<file path="src/boot_map_pkg.sv">
// Purpose: Constants for the boot sequencer and the system address decoder
// Assumes: 32-bit byte addresses, one system clock
// Notes:   What this block does is listed below
//
// What this block does
// - Reset held high keeps everything at defaults
// - Reset release starts CPU with sampled mode
// - Exactly three boot modes: host, ROM, none
// - Host boot stalls CPU, rest leaves reset
// - Host port serviced during the stall
// - Host port enabled only when PCI-select low
// - Interrupt bit releases stall, fetch at zero
// - Interrupt during stall is not latched pending
// - Stall release only in host boot mode
// - Bit stays set until CPU clears it
// - ROM boot runs from 8-bit chip-select three
// - No boot runs directly from address zero
// - Decode 2 MB level-two SRAM window
// - Decode both memory port configuration windows
// - Chip-select two to five, 256 MB each
// - Chip-select zero and one never selected
// - Decode 256 MB DDR2 SDRAM window
// - Decode UTOPIA receive and transmit windows
// - Serial port pins default to general I/O
// - Divided clock pin defaults to general I/O
// - MAC pins default to MAC, RGMII exclusive
package boot_map_pkg;
	typedef enum logic [1:0] {BOOT_NONE, BOOT_HOST, BOOT_ROM, BOOT_BAD} boot_mode_t;
	localparam logic [31:0] RESET_VECTOR   = 32'h0000_0000;
	localparam logic [31:0] ROM_VECTOR     = 32'hB000_0000;
	localparam logic [31:0] L2_BASE        = 32'h0080_0000;
	localparam logic [31:0] L2_LIMIT       = 32'h009F_FFFF;
	localparam logic [31:0] PMP_CFG_BASE   = 32'h7000_0000;
	localparam logic [31:0] PMP_CFG_LIMIT  = 32'h77FF_FFFF;
	localparam logic [31:0] DDR_CFG_BASE   = 32'h7800_0000;
	localparam logic [31:0] DDR_CFG_LIMIT  = 32'h7FFF_FFFF;
	localparam logic [31:0] CS_LOW         = 32'hA000_0000;
	localparam logic [31:0] CS_HIGH        = 32'hDFFF_FFFF;
	localparam logic [31:0] DDR_BASE       = 32'hE000_0000;
	localparam logic [31:0] DDR_LIMIT      = 32'hEFFF_FFFF;
	localparam logic [31:0] UT_RX_BASE     = 32'h3C00_0000;
	localparam logic [31:0] UT_RX_LIMIT    = 32'h3C00_03FF;
	localparam logic [31:0] UT_TX_BASE     = 32'h3C00_0400;
	localparam logic [31:0] UT_TX_LIMIT    = 32'h3C00_07FF;
	localparam int          CS_SEL_MSB     = 29;
	localparam int          CS_SEL_LSB     = 28;
	localparam int          CS_FIRST       = 2;
	localparam int          TARGET_W       = 12;
	localparam int          T_L2           = 0;
	localparam int          T_PMP_CFG      = 1;
	localparam int          T_DDR_CFG      = 2;
	localparam int          T_CS2          = 3;
	localparam int          T_CS3          = 4;
	localparam int          T_CS4          = 5;
	localparam int          T_CS5          = 6;
	localparam int          T_DDR          = 7;
	localparam int          T_UT_RX        = 8;
	localparam int          T_UT_TX        = 9;
	localparam int          T_CS0          = 10;
	localparam int          T_CS1          = 11;
	localparam logic [2:0]  ROM_WIDTH_8    = 3'h0;
	localparam logic        PIN_GPIO       = 1'h0;
	localparam logic        PIN_MAC        = 1'h0;
endpackage : boot_map_pkg

</file>
<file path="src/dec_if.sv">
// Purpose: Carries the address and the decoded target lines
// Assumes: Combinational decode between two modules
// Notes:   Main module drives addr, decoder drives the rest
`timescale 1ns/1ps
interface dec_if;
	logic [31:0]                      addr;     // Address under decode
	logic [boot_map_pkg::TARGET_W-1:0] target;  // One-hot target
	logic                             reserved; // No target hit
	modport requester (output addr, input target, input reserved);
	modport decoder (input addr, output target, output reserved);
endinterface : dec_if

</file>
<file path="src/boot_control_address_map.sv">
// Purpose: Boot-mode sequencing, CPU stall control and registered address decode
// Assumes: Pin inputs are asynchronous and pass two flip-flops first
// Notes:   Host port control bit is modelled as a register here
`timescale 1ns/1ps
module boot_control_address_map (
	input  wire logic                              clk,
	input  wire logic                              reset,
	input  wire logic [1:0]                        boot_mode_pins,       // Boot strap
	input  wire logic                              pci_select_pin,      // Low enables host port
	input  wire logic                              host_set_int,        // Host writes interrupt bit
	input  wire logic                              cpu_clear_int,       // CPU clears interrupt bit
	input  wire logic                              host_access_req,     // Host memory access
	input  wire logic [31:0]                       host_access_addr,
	input  wire logic                              host_access_write,
	input  wire logic [31:0]                       host_access_wdata,
	input  wire logic [31:0]                       target_rdata,        // Read data from the hit target
	input  wire logic [31:0]                       cpu_addr,            // CPU address to decode
	output logic                                   cpu_stall,
	output logic                                   cpu_run,
	output logic [31:0]                            cpu_fetch_addr,
	output logic [2:0]                             rom_width,
	output logic                                   host_port_enable,
	output logic                                   host_to_cpu_interrupt_bit,
	output logic                                   cpu_int_pending,
	output logic                                   host_access_ack,
	output logic [31:0]                            host_access_rdata,
	output logic [boot_map_pkg::TARGET_W-1:0]      host_target,
	output logic                                   host_wr_strobe,
	output logic [31:0]                            host_wr_data,
	output logic [boot_map_pkg::TARGET_W-1:0]      cpu_target,
	output logic                                   cpu_reserved,
	output logic                                   serial_pins_gpio,
	output logic                                   clock_pin_gpio,
	output logic                                   mac_pins_mac,
	output logic                                   rgmii_selected
);
	// Two wait phases let the strap synchroniser fill before the mode is taken
	typedef enum logic [2:0] {S_SYNC_A, S_SYNC_B, S_SAMPLE, S_STALL, S_RUN} phase_t;

	typedef struct packed {
		logic [1:0]                       mode_m;   // Strap sync stage one
		logic [1:0]                       mode_s;
		logic                             pci_m;
		logic                             pci_s;
		phase_t                           phase;
		boot_map_pkg::boot_mode_t         mode;
		logic                             stall;
		logic                             run;
		logic [31:0]                      fetch;
		logic [2:0]                       romw;
		logic                             hp_en;
		logic                             int_bit;
		logic                             pend;
		logic                             ack;
		logic [31:0]                      rdata;
		logic [boot_map_pkg::TARGET_W-1:0] htgt;
		logic                             wstb;
		logic [31:0]                      wdata;
		logic [boot_map_pkg::TARGET_W-1:0] ctgt;
		logic                             cres;
	} state_t;

	state_t s_r;   // All registered state
	state_t s_nxt; // Next value

	dec_if hdec ();
	dec_if cdec ();
	assign hdec.addr = host_access_addr;
	assign cdec.addr = cpu_addr;

	// Host-side and CPU-side decoders share one decode function set
	addr_decoder u_hdec (.d(hdec.decoder));
	addr_decoder u_cdec (.d(cdec.decoder));

	// Next-state logic for boot sequencing, interrupt bit and access service
	always_comb begin
		s_nxt = s_r;
		s_nxt.mode_m = boot_mode_pins;
		s_nxt.mode_s = s_r.mode_m;
		s_nxt.pci_m  = pci_select_pin;
		s_nxt.pci_s  = s_r.pci_m;
		s_nxt.ack    = 1'b0;
		s_nxt.wstb   = 1'b0;
		s_nxt.ctgt   = cdec.target;
		s_nxt.cres   = cdec.reserved;
		case (s_r.phase)
			S_SYNC_A: begin
				// Synchroniser still shows its reset value here
				s_nxt.phase = S_SYNC_B;
			end
			S_SYNC_B: begin
				// Second stage loads the strap at this edge
				s_nxt.phase = S_SAMPLE;
			end
			S_SAMPLE: begin
				// Mode taken once, after release, from the synchronised strap
				s_nxt.mode  = boot_map_pkg::boot_mode_t'(s_r.mode_s);
				s_nxt.hp_en = ~s_r.pci_s;
				case (boot_map_pkg::boot_mode_t'(s_r.mode_s))
					boot_map_pkg::BOOT_HOST: begin
						s_nxt.phase = S_STALL;
						s_nxt.stall = 1'b1;
					end
					boot_map_pkg::BOOT_ROM: begin
						s_nxt.phase = S_RUN;
						s_nxt.run   = 1'b1;
						s_nxt.fetch = boot_map_pkg::ROM_VECTOR;
						s_nxt.romw  = boot_map_pkg::ROM_WIDTH_8;
					end
					default: begin
						// Undefined strap code behaves as no boot
						s_nxt.mode  = boot_map_pkg::BOOT_NONE;
						s_nxt.phase = S_RUN;
						s_nxt.run   = 1'b1;
						s_nxt.fetch = boot_map_pkg::RESET_VECTOR;
					end
				endcase
			end
			S_STALL: begin
				// Host bit set ends the stall; only host mode reaches here
				if (s_r.int_bit && s_r.mode == boot_map_pkg::BOOT_HOST) begin
					s_nxt.phase = S_RUN;
					s_nxt.stall = 1'b0;
					s_nxt.run   = 1'b1;
					s_nxt.fetch = boot_map_pkg::RESET_VECTOR;
				end
			end
			S_RUN: begin
				s_nxt.phase = S_RUN;
			end
			default: begin
				s_nxt.phase = S_SAMPLE;
			end
		endcase
		// CPU clear first, so that a host set in the same cycle wins
		if (cpu_clear_int && s_r.phase == S_RUN) begin
			s_nxt.int_bit = 1'b0;
			s_nxt.pend    = 1'b0;
		end
		// Held set blocks new interrupts from becoming pending
		if (host_set_int && s_r.hp_en) begin
			s_nxt.int_bit = 1'b1;
			if (!s_r.int_bit && s_r.phase == S_RUN) begin
				s_nxt.pend = 1'b1;
			end
		end
		// Host access, serviced in stall and run phases alike once hp_en is set; a request still held while ack shows is not taken again
		if (host_access_req && s_r.hp_en && !s_r.ack) begin
			s_nxt.ack   = 1'b1;
			s_nxt.htgt  = hdec.target;
			s_nxt.wstb  = host_access_write && !hdec.reserved;
			s_nxt.wdata = host_access_wdata;
			s_nxt.rdata = (hdec.reserved || host_access_write) ? 32'h0000_0000 : target_rdata;
		end
	end

	// State register; reset loads constants only
	always_ff @(posedge clk or posedge reset) begin
		if (reset) begin
			s_r <= '0;
		end else begin
			s_r <= s_nxt;
		end
	end

	// Outputs straight from flip-flops; pin default outputs are constants
	assign cpu_stall                 = s_r.stall;
	assign cpu_run                   = s_r.run;
	assign cpu_fetch_addr            = s_r.fetch;
	assign rom_width                 = s_r.romw;
	assign host_port_enable          = s_r.hp_en;
	assign host_to_cpu_interrupt_bit = s_r.int_bit;
	assign cpu_int_pending           = s_r.pend;
	assign host_access_ack           = s_r.ack;
	assign host_access_rdata         = s_r.rdata;
	assign host_target               = s_r.htgt;
	assign host_wr_strobe            = s_r.wstb;
	assign host_wr_data              = s_r.wdata;
	assign cpu_target                = s_r.ctgt;
	assign cpu_reserved              = s_r.cres;
	assign serial_pins_gpio          = ~boot_map_pkg::PIN_GPIO;
	assign clock_pin_gpio            = ~boot_map_pkg::PIN_GPIO;
	assign mac_pins_mac              = ~boot_map_pkg::PIN_MAC;
	assign rgmii_selected            = boot_map_pkg::PIN_MAC;

	// Stall held while host mode waits for the bit
	a_stall_hold: assert property (@(posedge clk) disable iff (reset)
		(s_r.phase == S_STALL && !s_r.int_bit) |=> s_r.stall)
		else $error("stall dropped without interrupt bit");
	a_stall_release: assert property (@(posedge clk) disable iff (reset)
		(s_r.phase == S_STALL && s_r.int_bit) |=> (!s_r.stall && s_r.run && s_r.fetch == 32'h0))
		else $error("stall not released to address zero");
	a_host_only: assert property (@(posedge clk) disable iff (reset)
		s_r.stall |-> s_r.mode == boot_map_pkg::BOOT_HOST)
		else $error("stall outside host boot");
	a_no_pend: assert property (@(posedge clk) disable iff (reset)
		(s_r.phase != S_RUN) |=> !s_r.pend)
		else $error("interrupt latched during stall");
	a_bit_sticky: assert property (@(posedge clk) disable iff (reset)
		(s_r.int_bit && !cpu_clear_int) |=> s_r.int_bit)
		else $error("interrupt bit lost");
	a_rom_vec: assert property (@(posedge clk) disable iff (reset)
		(s_r.run && s_r.mode == boot_map_pkg::BOOT_ROM) |-> s_r.fetch == 32'hB000_0000)
		else $error("rom boot wrong vector");
	a_host_ack: assert property (@(posedge clk) disable iff (reset)
		(host_access_req && s_r.hp_en && !s_r.ack) |=> s_r.ack)
		else $error("host access not serviced");
	a_ack_pulse: assert property (@(posedge clk) disable iff (reset)
		s_r.ack |=> !s_r.ack)
		else $error("host access taken twice");
	a_rsv_zero: assert property (@(posedge clk) disable iff (reset)
		(s_r.ack && s_r.htgt == '0) |-> (s_r.rdata == 32'h0 && !s_r.wstb))
		else $error("reserved access had effect");
	a_one_boot: assert property (@(posedge clk) disable iff (reset)
		$rose(s_r.run) |-> ##1 $stable(s_r.mode))
		else $error("boot mode changed after start");
endmodule : boot_control_address_map

</file>
<file path="src/addr_decoder.sv">
// Purpose: Decodes a system address into a one-hot target
// Assumes: Purely combinational
// Notes:   Chip-select zero and one lines are never set
`timescale 1ns/1ps
module addr_decoder (
	dec_if.decoder d
);
	// Inclusive range test, used for every window
	function automatic logic in_range(input logic [31:0] a, input logic [31:0] lo, input logic [31:0] hi);
		in_range = (a >= lo) && (a <= hi);
	endfunction : in_range

	logic [1:0] cs_idx; // Which of the four 256 MB chip-select windows
	logic [boot_map_pkg::TARGET_W-1:0] t;

	// Window decode; everything else falls to reserved
	always_comb begin
		t = '0;
		// Window A000_0000 is chip-select two, so rebase the select bits to zero there
		cs_idx = d.addr[boot_map_pkg::CS_SEL_MSB:boot_map_pkg::CS_SEL_LSB] - 2'(boot_map_pkg::CS_FIRST);
		t[boot_map_pkg::T_L2]      = in_range(d.addr, boot_map_pkg::L2_BASE, boot_map_pkg::L2_LIMIT);
		t[boot_map_pkg::T_PMP_CFG] = in_range(d.addr, boot_map_pkg::PMP_CFG_BASE,
			boot_map_pkg::PMP_CFG_LIMIT);
		t[boot_map_pkg::T_DDR_CFG] = in_range(d.addr, boot_map_pkg::DDR_CFG_BASE,
			boot_map_pkg::DDR_CFG_LIMIT);
		if (in_range(d.addr, boot_map_pkg::CS_LOW, boot_map_pkg::CS_HIGH)) begin
			t[boot_map_pkg::T_CS2 + int'(cs_idx)] = 1'b1;
		end
		t[boot_map_pkg::T_DDR]   = in_range(d.addr, boot_map_pkg::DDR_BASE, boot_map_pkg::DDR_LIMIT);
		t[boot_map_pkg::T_UT_RX] = in_range(d.addr, boot_map_pkg::UT_RX_BASE, boot_map_pkg::UT_RX_LIMIT);
		t[boot_map_pkg::T_UT_TX] = in_range(d.addr, boot_map_pkg::UT_TX_BASE, boot_map_pkg::UT_TX_LIMIT);
		t[boot_map_pkg::T_CS0] = 1'b0;
		t[boot_map_pkg::T_CS1] = 1'b0;
		d.target   = t;
		d.reserved = (t == '0);
	end
endmodule : addr_decoder

</file>
<file path="config.mk">
export PLATFORM = sky130hd
export DESIGN_NAME = boot_control_address_map
export DESIGN_NICKNAME = d
export VERILOG_FILES = /design/src/boot_map_pkg.sv /design/src/dec_if.sv /design/src/boot_control_address_map.sv /design/src/addr_decoder.sv
export SDC_FILE = /design/constraint.sdc
export NUM_CORES = 1
export LEC_CHECK = 0
export ABC_AREA = 1
export BUFFER_PORTS_ARGS = -buffer_cell sky130_fd_sc_hd__buf_2
export CORE_MARGIN = 5
export CORE_UTILIZATION = 53
export DETAILED_ROUTE_END_ITERATION = 12
export GPL_TIMING_DRIVEN = 0
export HOLD_SLACK_MARGIN = 0.03
export PLACE_DENSITY = 0.87
export SETUP_SLACK_MARGIN = 0.5
export SLEW_MARGIN = 10
export SYNTH_ARGS = -nofsm -noshare
export SYNTH_HDL_FRONTEND = slang
export SYNTH_SLANG_ARGS = --single-unit
</file>
<file path="constraint.sdc">
create_clock -name clk -period 6.7 [get_ports clk]
set_input_delay 1.34 -clock clk [delete_from_list [all_inputs] [get_ports clk]]
set_output_delay 1.34 -clock clk [all_outputs]
set_load 0.01 [all_outputs]
</file>
==> out/qor.csv, run 1 <==
stage,metric,value,unit
drt,drcViolationCount,0,
timing,setup_viol,0,
floorplanning,start_util,0.543,
final_layout,synthToLayoutAreaGrowth,28.0,%
grt,grt_remaining_overflow,0,
clocking,ctsHoldBuffers,0,
critical_path,path_class,in -> reg,
critical_path,cp-start-kind,input port,
final_layout,fin_nets,1302,
synth,synth.cell_area,6550,sq um
critical_path,worstPathMaxFanout,10,
final_layout,antenna_cells,0,
clocking,h-tree-depth,3,
floorplanning,die_x,121,microns
synth,netlist_instances,875,
timing,finalHoldViolations,0,
critical_path,worstPathArrival,3.21,ns
synth,ys_ff_latch,104,
place,io_buffers,231,
power_and_ir_drop,switchingPower,961,uW
floorplanning,rows,40,
timing,drv_slew,0,
timing,fin_skew,0.00671,ns
grt,antenna_found_initial,1,
power_and_ir_drop,swShare,0.363,
floorplanning,die_h,121,microns
power_and_ir_drop,p_seq_frac,0.371,
critical_path,r2r_slack,4.74,ns
floorplanning,core,12100,sq um
place,placed_cell_area,8090,sq um
clocking,cts_buffer_depth,2,
hold_path,hold_path.class,reg -> reg,
drt,vias,5951,
grt,track_usage,0.216,
power_and_ir_drop,ir_drop,0.000127,V
synth,synthFlopType,dfrtp_1,
timing,setup_slack,3.72,ns
drt,wl,16100,microns
final_layout,multi_input_area,2600,sq um
timing,slew-limit-headroom,0.660,
drt,routedWlPerCell,12.1,microns
synth,synth_warnings,0,
synth,avgSynthCellArea,7.48,sq um
clocking,cts-root-buf,clkbuf_16,
synth,seq_area_frac_synth,0.397,
clocking,cts_buffers,9,
floorplanning,io_pins,272,
final_layout,drive_above_1_share,0.368,
timing,period_minus_slack,2.98,ns
place,hpwl,13100,microns
grt,grt_pass1_wl,25800,microns
status,status,"complete, no violations",
clocking,numClockSinks,104,
synth,synthArstFlopShare,1.00,
power_and_ir_drop,combPwrFrac,0.439,
drt,routed_via_density,4.48,
grt,first_global_vias,5616,
synth,synth_edf_count,0,
drt,firstDrtPassIters,4,
power_and_ir_drop,clock_power_share,0.190,
drt,ant_nets,0,
drt,first_iter_violations,450,
final_layout,post-route-util,0.695,
timing,rsz0062_at_grt,no,
place,pre_cts_slack,3.38,ns
grt,grt_max_degree,67,
timing,final.setup.tns,0,ns
clocking,clock_latency,0.33,ns
run,cap_viol_max_count,0,
final_layout,postLayoutCellArea,8380,sq um
power_and_ir_drop,intPower,1.69,mW
floorplanning,die_area,14700,sq um
timing,fin_crit_sh,0.444,
place,place.gp.congestion,0.865,
clocking,postCtsSetupRepairBufs,0,
final_layout,n_fill_cell,1033,
power_and_ir_drop,power.leakage,5.04,nW
critical_path,worst_setup_path_end_kind,register,
power_and_ir_drop,power.density,316,nW/um^2
clocking,cts_resized,0,
clocking,cts_tree,done,
timing,max_freq,0.336,GHz
synth,ys_types,36,
clocking,cts.clk_slew.worst_paths,0.08,ns
timing,worstMarginPinSlew,0.509,ns
critical_path,crit_required,6.93,ns
final_layout,final-seq-area,2600,sq um
## state kept, by name (all words and copies together) (netlist names), 3 cells and up
name / flops
host_target: 10
s_r: 8
host_wr_data: 32
host_access_rdata: 32
s_nxt: 3
cpu_target: 10
## cell type report
| cell class | instances | area share |
|---|---|---|
| multi-input combinational | 561 | 0.310 |
| timing repair buffer | 232 | 0.141 |
| clock inverter | 7 | 0.00762 |
| sequential | 104 | 0.311 |
| inverter | 99 | 0.0450 |
| tap | 168 | 0.0251 |
| clock buffer | 9 | 0.0269 |
| buffer | 149 | 0.133 |
## kinds of logic (layout without fill, tap and decap cells)
logic type	count (synthesis)	in the layout	share of synthesized area
buffers and inverters	248	496	0.227
flip-flops	104	104	0.397
AND/OR/NAND/NOR	476	476	0.323
AO/OA/AOI/OAI	36	36	0.0342
adder cells (fa/ha/maj)	9	9	0.0172
other	2	40	0.00115
## cells in the mapped netlist (all sizes together), types with 3 or more instances
master,number,area (sq um)
o21ai,19,98.9
inv,99,372
nand3b,4,30.0
nor2,117,454
nand4,11,68.8
nand3,59,450
clkbuf,18,97.6
buf,131,1020
o31ai,3,22.5
a21oi,5,36.3
nand2,273,1040
nor3,6,30.0
dfrtp,104,2600
ha,9,113
## power by group through the flow
stage / Sequential (mW) / Clock (mW) / Combinational, mW
6_report: 0.982 / 0.503 / 1.16
5_1_grt: 1.01 / 0.541 / 1.29
4_1_cts: 0.981 / 0.515 / 1.18
3_5_place_dp: 0.990 / 0 / 1.17
3_3_place_gp: 0.981 / 0 / 1.14
2_1_floorplan: 0.962 / 0 / 0.791
## through the flow
stage	power, mW	hold slack (ns)	std cells
3_3_place_gp	2.12	0.332	1312
2_1_floorplan	1.75	0.331	913
3_5_place_dp	2.16	0.339	1313
6_report	2.65	0.351	1329
4_1_cts	2.67	0.353	1329
5_1_grt	2.84	0.359	1329
## worst paths after layout
kind,from,to,cells after the start
min,s_nxt[136]$_DFF_PP0_,s_r[136]$_DFF_PP0_,0
min reg2reg,s_nxt[136]$_DFF_PP0_,s_r[136]$_DFF_PP0_,0
min in group asynchronous,reset,cpu_target[2]$_DFF_PP0_,2
max reg2reg,host_port_enable$_DFFE_PP0N_,host_access_rdata[29]$_DFFE_PP0P_,8
max in group asynchronous,reset,host_port_enable$_DFFE_PP0N_,3
max,host_access_addr[29],host_access_rdata[22]$_DFFE_PP0P_,17
## layout by cell type, fill, tap and decap left out, types with 2 or more instances in the layout
master     Yosys  layout
nand3_2       31      31
inv_2          3       3
nand3_1       28      28
a21oi_1        4       4
nand3b_1       4       4
nand4_1       11      11
o21a_1         2       2
conb_1         2      40
nand2_1      270     270
nor2_1       113     113
clkbuf_1      15      15
clkbuf_16      0       9
and2_0         2       2
ha_1           9       9
inv_6          0       4
buf_2          0     231
nor2_2         3       3
o211ai_1       2       2
buf_4        127     127
nand2_4        2       2
inv_1         96      95
o31ai_1        3       3
o21bai_1       2       2
dfrtp_1      104     104
o21ai_0       18      18
buf_12         3       3
or2_2          2       2
clkbuf_8       3       3
nor3_1         6       6
## layer usage
metal | GRT usage | share of wire | vias to the layer above
met3 | 0.0536 | 0.071 | 14
met1 | 0.271 | 0.41 | 2656
met5 | 0 | 0.00068 | -
li1 | - | - | 3077
met4 | 0.0567 | 0.013 | 2
met2 | 0.372 | 0.50 | 202
## worst max-delay path, stage by stage
cell     delay [ns]
buf_2          0.12
inv_1          0.20
ha_1           0.29
nand3_1        0.12
nor2_1         0.15
nand2_1        0.07
nand3_1        0.07
nand2_1        0.05
nand2_1        0.09
nand2_1        0.08
inv_2          0.05
nand2_1        0.05
nor2_2         0.12
nand2_4        0.12
buf_12         0.17
nand3_2        0.06
nand2_1        0.05
(Power assumes the default switching activity.)
==> inputs of run 2 (changes only) <==
--- a/config.mk
+++ b/config.mk
@@ -8,11 +8,11 @@
 export ABC_AREA = 1
 export BUFFER_PORTS_ARGS = -buffer_cell sky130_fd_sc_hd__buf_2
 export CORE_MARGIN = 5
-export CORE_UTILIZATION = 53
+export CORE_UTILIZATION = 49
 export DETAILED_ROUTE_END_ITERATION = 12
 export GPL_TIMING_DRIVEN = 0
 export HOLD_SLACK_MARGIN = 0.03
-export PLACE_DENSITY = 0.87
+export PLACE_DENSITY = 0.81
 export SETUP_SLACK_MARGIN = 0.5
 export SLEW_MARGIN = 10
 export SYNTH_ARGS = -nofsm -noshare
==> constraint.sdc (replaced) <==
create_clock -name clk -period 2.99 [get_ports clk]
set_input_delay 0.598 -clock clk [delete_from_list [all_inputs] [get_ports clk]]
set_output_delay 0.598 -clock clk [all_outputs]
set_load 0.01 [all_outputs]
==> out/qor.csv, run 2 (synthesis results as in run 1) <==
stage,metric,value,unit
status,status,"complete, no violations",
place,pre_cts_slack,0.449,ns
drt,firstDrtPassIters,7,
power_and_ir_drop,combPwrFrac,0.430,
timing,rsz0062_at_grt,no,
place,io_buffers,231,
final_layout,drive_above_1_share,0.369,
clocking,numClockSinks,104,
critical_path,cpPeakStageDelay,0.29,ns
critical_path,worst_setup_path_end_kind,register,
place,place.gp.congestion,0.870,
floorplanning,io_pins,272,
clocking,cts_tree,done,
drt,routedWlPerCell,11.8,microns
final_layout,postLayoutCellArea,8470,sq um
place,placed_cell_area,8150,sq um
critical_path,crit_chain,"buf_2, inv_1, ha_1, nand3_1, nor2_1, nand2_1, nand3_1, nand2_1, nand2_1, nand2_1, inv_2, nand2_1, nor2_2, nand2_4, buf_12, nand3_2, nand2_1",
hold_path,hold_path.class,in -> reg,
timing,finalHoldViolations,0,
critical_path,crit_required,3.23,ns
power_and_ir_drop,ir_drop,0.000346,V
final_layout,post-route-util,0.642,
critical_path,r2r_end,host_wr_data[2]$_DFFE_PP0P_,
timing,fin_crit_sh,0.740,
hold_path,min_path_cells,1,
timing,fin_skew,0.00774,ns
power_and_ir_drop,switchingPower,2.18,mW
grt,grt_pass1_wl,25900,microns
timing,period_minus_slack,2.21,ns
timing,worstMarginPinSlew,0.756,ns
floorplanning,die_x,126,microns
run,cap_viol_max_count,0,
critical_path,worstPathMaxFanout,10,
timing,setup_viol,0,
drt,first_iter_violations,315,
timing,fin_hold_ws,0.350,ns
clocking,cts.clk_slew.worst_paths,0.08,ns
critical_path,cp_top_family,simple AND/OR/NAND/NOR gates,
timing,setup_slack,0.777,ns
hold_path,hold_start,boot_mode_pins[1],
critical_path,r2r-start,host_port_enable$_DFFE_PP0N_,
clocking,cts-root-buf,clkbuf_16,
timing,final.setup.tns,0,ns
clocking,ctsHoldBuffers,0,
critical_path,path_depth,17,
grt,grt_max_degree,33,
power_and_ir_drop,swShare,0.359,
power_and_ir_drop,finalPower,6.06,mW
grt,track_usage,0.197,
critical_path,startpoint,host_access_addr[29],
final_layout,final_common_cell,nand2_1,
place,post-place-cells,1323,
critical_path,r2r_slack,1.10,ns
timing,slew-limit-headroom,0.495,
final_layout,synthToLayoutAreaGrowth,29.4,%
drt,drcViolationCount,0,
critical_path,cp-start-kind,input port,
critical_path,worstPathArrival,2.45,ns
drt,wl,15900,microns
critical_path,cp_slowest_cell,ha_1,
critical_path,path_class,in -> reg,
timing,drv_slew,0,
final_layout,layout.cells.most_common_list,"nand2_1 (270), buf_2 (231), buf_4 (127)",
clocking,h-tree-depth,3,
drt,routed_via_density,4.44,
power_and_ir_drop,power.leakage,5.08,nW
place,hpwl,12900,microns
power_and_ir_drop,p_seq_frac,0.362,
grt,antenna_found_initial,1,
critical_path,cpMostUsedCell,nand2_1,
floorplanning,core,13200,sq um
power_and_ir_drop,power.density,715,nW/um^2
drt,vias,5953,
floorplanning,die_area,15800,sq um
clocking,clock_latency,0.35,ns
critical_path,worstRegToRegCells,7,
clocking,postCtsSetupRepairBufs,0,
final_layout,fin_nets,1304,
critical_path,crit_end,host_access_rdata[14]$_DFFE_PP0P_,
floorplanning,die_h,126,microns
final_layout,fin_cells,1340,
grt,grt_remaining_overflow,0,
clocking,cts_resized,0,
critical_path,path_buf_inv,4,
grt,first_global_vias,5681,
power_and_ir_drop,clock_power_share,0.208,
drt,ant_nets,0,
power_and_ir_drop,intPower,3.88,mW
timing,max_freq,0.452,GHz
floorplanning,rows,42,
clocking,cts_buffers,9,
floorplanning,start_util,0.496,
clocking,cts_buffer_depth,2,
## run 2: cell types whose count changed in the layout (fill, tap and decap cells not counted)
cell	change
inv_6	-3
inv_8	+3
buf_12	+1
buf_16	+1
bufinv_16	+1
clkinv_2	-1
diode_2	+1
## run 2: area by class of cell
| type | instances | area [sq um] |
|---|---|---|
| Sequential cell | 104 | 2600 |
| Clock buffer | 9 | 225 |
| Buffer | 149 | 1110 |
| Fill cell | 1178 | 4720 |
| Multi-Input combinational cell | 561 | 2600 |
| Tap cell | 176 | 220 |
| Timing Repair Buffer | 234 | 1230 |
| Antenna cell | 1 | 2.50 |
| Inverter | 99 | 375 |
| Clock inverter | 7 | 97.6 |
## run 2: power groups by stage
| stage | clock, mW | sequential, mW | combinational, mW |
|---|---|---|---|
| after floorplan | 0 | 2.16 | 1.77 |
| after global placement | 0 | 2.19 | 2.57 |
| after detailed placement | 0 | 2.21 | 2.64 |
| after CTS | 1.29 | 2.19 | 2.65 |
| after global routing | 1.34 | 2.25 | 2.89 |
| final | 1.26 | 2.19 | 2.61 |
## run 2: worst min path at each step
stage	slack, ns	end
after floorplan	0.33	s_r[136]$_DFF_PP0_
after global placement	0.33	s_r[138]$_DFF_PP0_
after detailed placement	0.34	s_r[138]$_DFF_PP0_
after CTS	0.34	s_nxt[139]$_DFF_PP0_
after global routing	0.33	s_nxt[138]$_DFF_PP0_
final	0.35	s_nxt[139]$_DFF_PP0_
## run 2: per-layer routing
metal,global-route usage,routed length [microns]
met5,0,0
met4,0.0753,418
met3,0.0520,1260
met2,0.320,7530
met1,0.253,6650
==> inputs of run 3 (changes only) <==
--- a/config.mk
+++ b/config.mk
@@ -5,14 +5,14 @@
 export SDC_FILE = /design/constraint.sdc
 export NUM_CORES = 1
 export LEC_CHECK = 0
-export ABC_AREA = 1
+export ABC_AREA = 0
 export BUFFER_PORTS_ARGS = -buffer_cell sky130_fd_sc_hd__buf_2
 export CORE_MARGIN = 5
-export CORE_UTILIZATION = 49
+export CORE_UTILIZATION = 42
 export DETAILED_ROUTE_END_ITERATION = 12
 export GPL_TIMING_DRIVEN = 0
 export HOLD_SLACK_MARGIN = 0.03
-export PLACE_DENSITY = 0.81
+export PLACE_DENSITY = 0.77
 export SETUP_SLACK_MARGIN = 0.5
 export SLEW_MARGIN = 10
 export SYNTH_ARGS = -nofsm -noshare
==> constraint.sdc (replaced) <==
create_clock -name clk -period 1.9 [get_ports clk]
set_input_delay 0.38 -clock clk [delete_from_list [all_inputs] [get_ports clk]]
set_output_delay 0.38 -clock clk [all_outputs]
set_load 0.01 [all_outputs]
==> out/qor.csv, run 3 <==
stage,metric,value,unit
status,status,"complete, but fails checks",
status,violations,negative setup slack,
power_and_ir_drop,intPower,7.13,mW
synth,synth.cell_area,5550,sq um
hold_path,hold_path.class,in -> reg,
critical_path,worstRegToRegCells,6,
clocking,ctsHoldBuffers,0,
grt,grt_pass1_wl,25200,microns
critical_path,r2r_end,host_access_rdata[11]$_DFFE_PP0P_,
synth,synthArstFlopShare,1.00,
timing,max_freq,0.458,GHz
timing,finalHoldViolations,0,
floorplanning,core,13100,sq um
timing,setup_viol,32,
place,post-place-cells,1023,
final_layout,fin_nets,1080,
timing,period_minus_slack,2.18,ns
place,hpwl,11200,microns
final_layout,n_fill_cell,919,
drt,wl,17200,microns
power_and_ir_drop,swShare,0.326,
final_layout,antenna_cells,0,
timing,drv_slew,0,
clocking,numClockSinks,104,
floorplanning,die_h,125,microns
critical_path,worst_setup_path_end_kind,register,
timing,worstMarginPinSlew,0.708,ns
critical_path,worstPathMaxFanout,6,
timing,rsz0062_at_grt,yes,
critical_path,cp_top_family,compound AO/OA/AOI/OAI gates,
clocking,cts_tree,done,
floorplanning,start_util,0.424,
grt,track_usage,0.198,
grt,first_global_vias,5253,
synth,synth_common_cells,"nand2_1 (137), buf_4 (127), dfrtp_1 (104), a22o_1 (33), nand4_1 (24)",
synth,seq_area_frac_synth,0.469,
power_and_ir_drop,p_seq_frac,0.312,
timing,setup_slack,-0.283,ns
critical_path,r2r_slack,0.31,ns
floorplanning,die_x,125,microns
clocking,cts.clk_slew.worst_paths,0.07,ns
critical_path,crit_required,2.13,ns
clocking,clock_latency,0.35,ns
synth,synthFlopType,dfrtp_1,
clocking,cts_buffers,9,
clocking,cts_buffer_depth,2,
synth,synth_edf_count,0,
drt,vias,5295,
synth,avgSynthCellArea,9.62,sq um
critical_path,crit_chain,"buf_12, inv_8, ha_4, or4_1, a31oi_1, o31a_1, o21ai_2, nor3_4, a311oi_4, buf_6, buf_4, a22o_1",
timing,fin_skew,0.00684,ns
critical_path,path_buf_inv,4,
synth,ys_ff_latch,104,
critical_path,worstPathArrival,2.42,ns
final_layout,final-seq-area,2600,sq um
synth,netlist_instances,577,
critical_path,path_class,in -> reg,
synth,synth_top_area_cell,dfrtp_1,
critical_path,cp_slowest_cell,or4_1,
power_and_ir_drop,power.leakage,5.00,nW
synth,ys_types,49,
critical_path,r2r-start,host_access_ack$_DFF_PP0_,
timing,fin_crit_sh,1.15,
final_layout,fin_cells,1115,
run,cap_viol_max_count,0,
synth,yosysMostFrequentCell,nand2_1,
hold_path,min_path_cells,1,
critical_path,crit_end,host_access_rdata[9]$_DFFE_PP0P_,
power_and_ir_drop,combPwrFrac,0.511,
place,io_buffers,230,
drt,routed_via_density,4.75,
floorplanning,die_area,15600,sq um
synth,synthTopCellsByArea,"dfrtp_1 (47%), buf_4 (17%), nand2_1 (9.3%)",
place,place.gp.congestion,0.829,
drt,firstDrtPassIters,4,
drt,routedWlPerCell,15.5,microns
synth,synth_warnings,0,
grt,antenna_found_initial,0,
timing,slew-limit-headroom,0.527,
clocking,cts-root-buf,clkbuf_16,
final_layout,drive_above_1_share,0.643,
power_and_ir_drop,switchingPower,3.44,mW
critical_path,startpoint,host_access_addr[29],
final_layout,layout.cells.most_common_list,"buf_4 (172), buf_2 (172), dfrtp_1 (103)",
critical_path,cpPeakStageDelay,0.51,ns
clocking,h-tree-depth,3,
power_and_ir_drop,ir_drop,0.000558,V
grt,grt_max_degree,39,
grt,grt_remaining_overflow,0,
drt,drcViolationCount,0,
power_and_ir_drop,power.density,1130,nW/um^2
drt,ant_nets,0,
floorplanning,io_pins,272,
place,pre_cts_slack,-0.867,ns
synth,synth.top_cell.area_share,0.469,
drt,first_iter_violations,294,
critical_path,cp-start-kind,input port,
critical_path,path_depth,12,
final_layout,multi_input_area,2530,sq um
final_layout,synthToLayoutAreaGrowth,68.3,%
power_and_ir_drop,clock_power_share,0.177,
floorplanning,rows,42,
==> run 3: cell count changes after synthesis, sizes merged, moves of 4 or more <==
cell / delta
nand4: +14
nor2: -98
nand2: -135
a22o: +33
inv: -91
nor4: +13
o21ai: -5
nor3: +5
nand2b: +4
nand3: -53
==> run 3: per-stage QoR <==
stage	power, mW	hold WS [ns]	utilization	instance area [sq um]	TNS [ns]
after floorplan	5.53	0.331	-	5820	-10.31
after CTS	9.61	0.117	0.650	8500	-8.97
after global routing	11.2	0.119	0.714	9340	-9.79
final	10.6	0.133	0.714	9340	-8.12
after detailed placement	6.72	0.337	0.553	7230	-27.69
after global placement	6.64	0.334	0.550	7190	-73.19
==> run 3: worst min-delay path by stage <==
stage / from / endpoint / slack [ns]
final: boot_mode_pins[1] / s_nxt[139]$_DFF_PP0_ / 0.13
after global routing: pci_select_pin / s_nxt[136]$_DFF_PP0_ / 0.12
after CTS: boot_mode_pins[1] / s_nxt[139]$_DFF_PP0_ / 0.12
after detailed placement: s_nxt[139]$_DFF_PP0_ / s_r[139]$_DFF_PP0_ / 0.34
after global placement: s_nxt[138]$_DFF_PP0_ / s_r[138]$_DFF_PP0_ / 0.33
after floorplan: s_nxt[136]$_DFF_PP0_ / s_r[136]$_DFF_PP0_ / 0.33
==> run 3: cell type report <==
class | instances | area share
clock buffer | 10 | 0.0245
buffer | 146 | 0.144
inverter | 8 | 0.00509
tap | 176 | 0.0236
multi-input combinational | 357 | 0.271
clock inverter | 6 | 0.00724
timing repair buffer | 308 | 0.245
sequential | 104 | 0.279
==> run 3: worst register-to-register path, cell delays in order (launching register included) <==
cell      delay, ns
dfrtp_1        0.41
or2_4          0.26
buf_8          0.13
a311oi_4       0.27
buf_6          0.18
buf_8          0.14
a22o_1         0.14
==> run 3: repair_timing <==
item                       in CTS  in global routing
setup endpoints to repair      86                140
buffers inserted               23                 42
pin swaps                      94                 58
gates cloned                    9                  2
resized for setup             175                114
==> run 3: metal layers <==
| layer | routed length, microns | GRT usage | vias to the layer above |
|---|---|---|---|
| met2 | 8920 | 0.338 | 216 |
| li1 | - | - | 2518 |
| met3 | 1140 | 0.0465 | 24 |
| met5 | 0 | 0 | - |
| met4 | 342 | 0.0784 | 0 |
| met1 | 6850 | 0.243 | 2537 |
==> run 3: cell families after synthesis <==
kind of cell / after synthesis / synth area share
simple gates: 238 / 0.204
buf+inv: 154 / 0.206
flops: 104 / 0.469
compound gates: 69 / 0.0976
fa+ha+maj: 9 / 0.0203
other cells: 2 / 0.00135
xor+xnor: 1 / 0.00158
==> run 3: power by group through the flow <==
stage	registers (mW)	logic, mW	clock network [mW]
floorplan	3.22	2.31	0
global placement	3.27	3.37	0
detailed placement	3.29	3.42	0
CTS	3.30	4.40	1.91
global route	3.36	5.79	2.01
finish	3.30	5.41	1.87
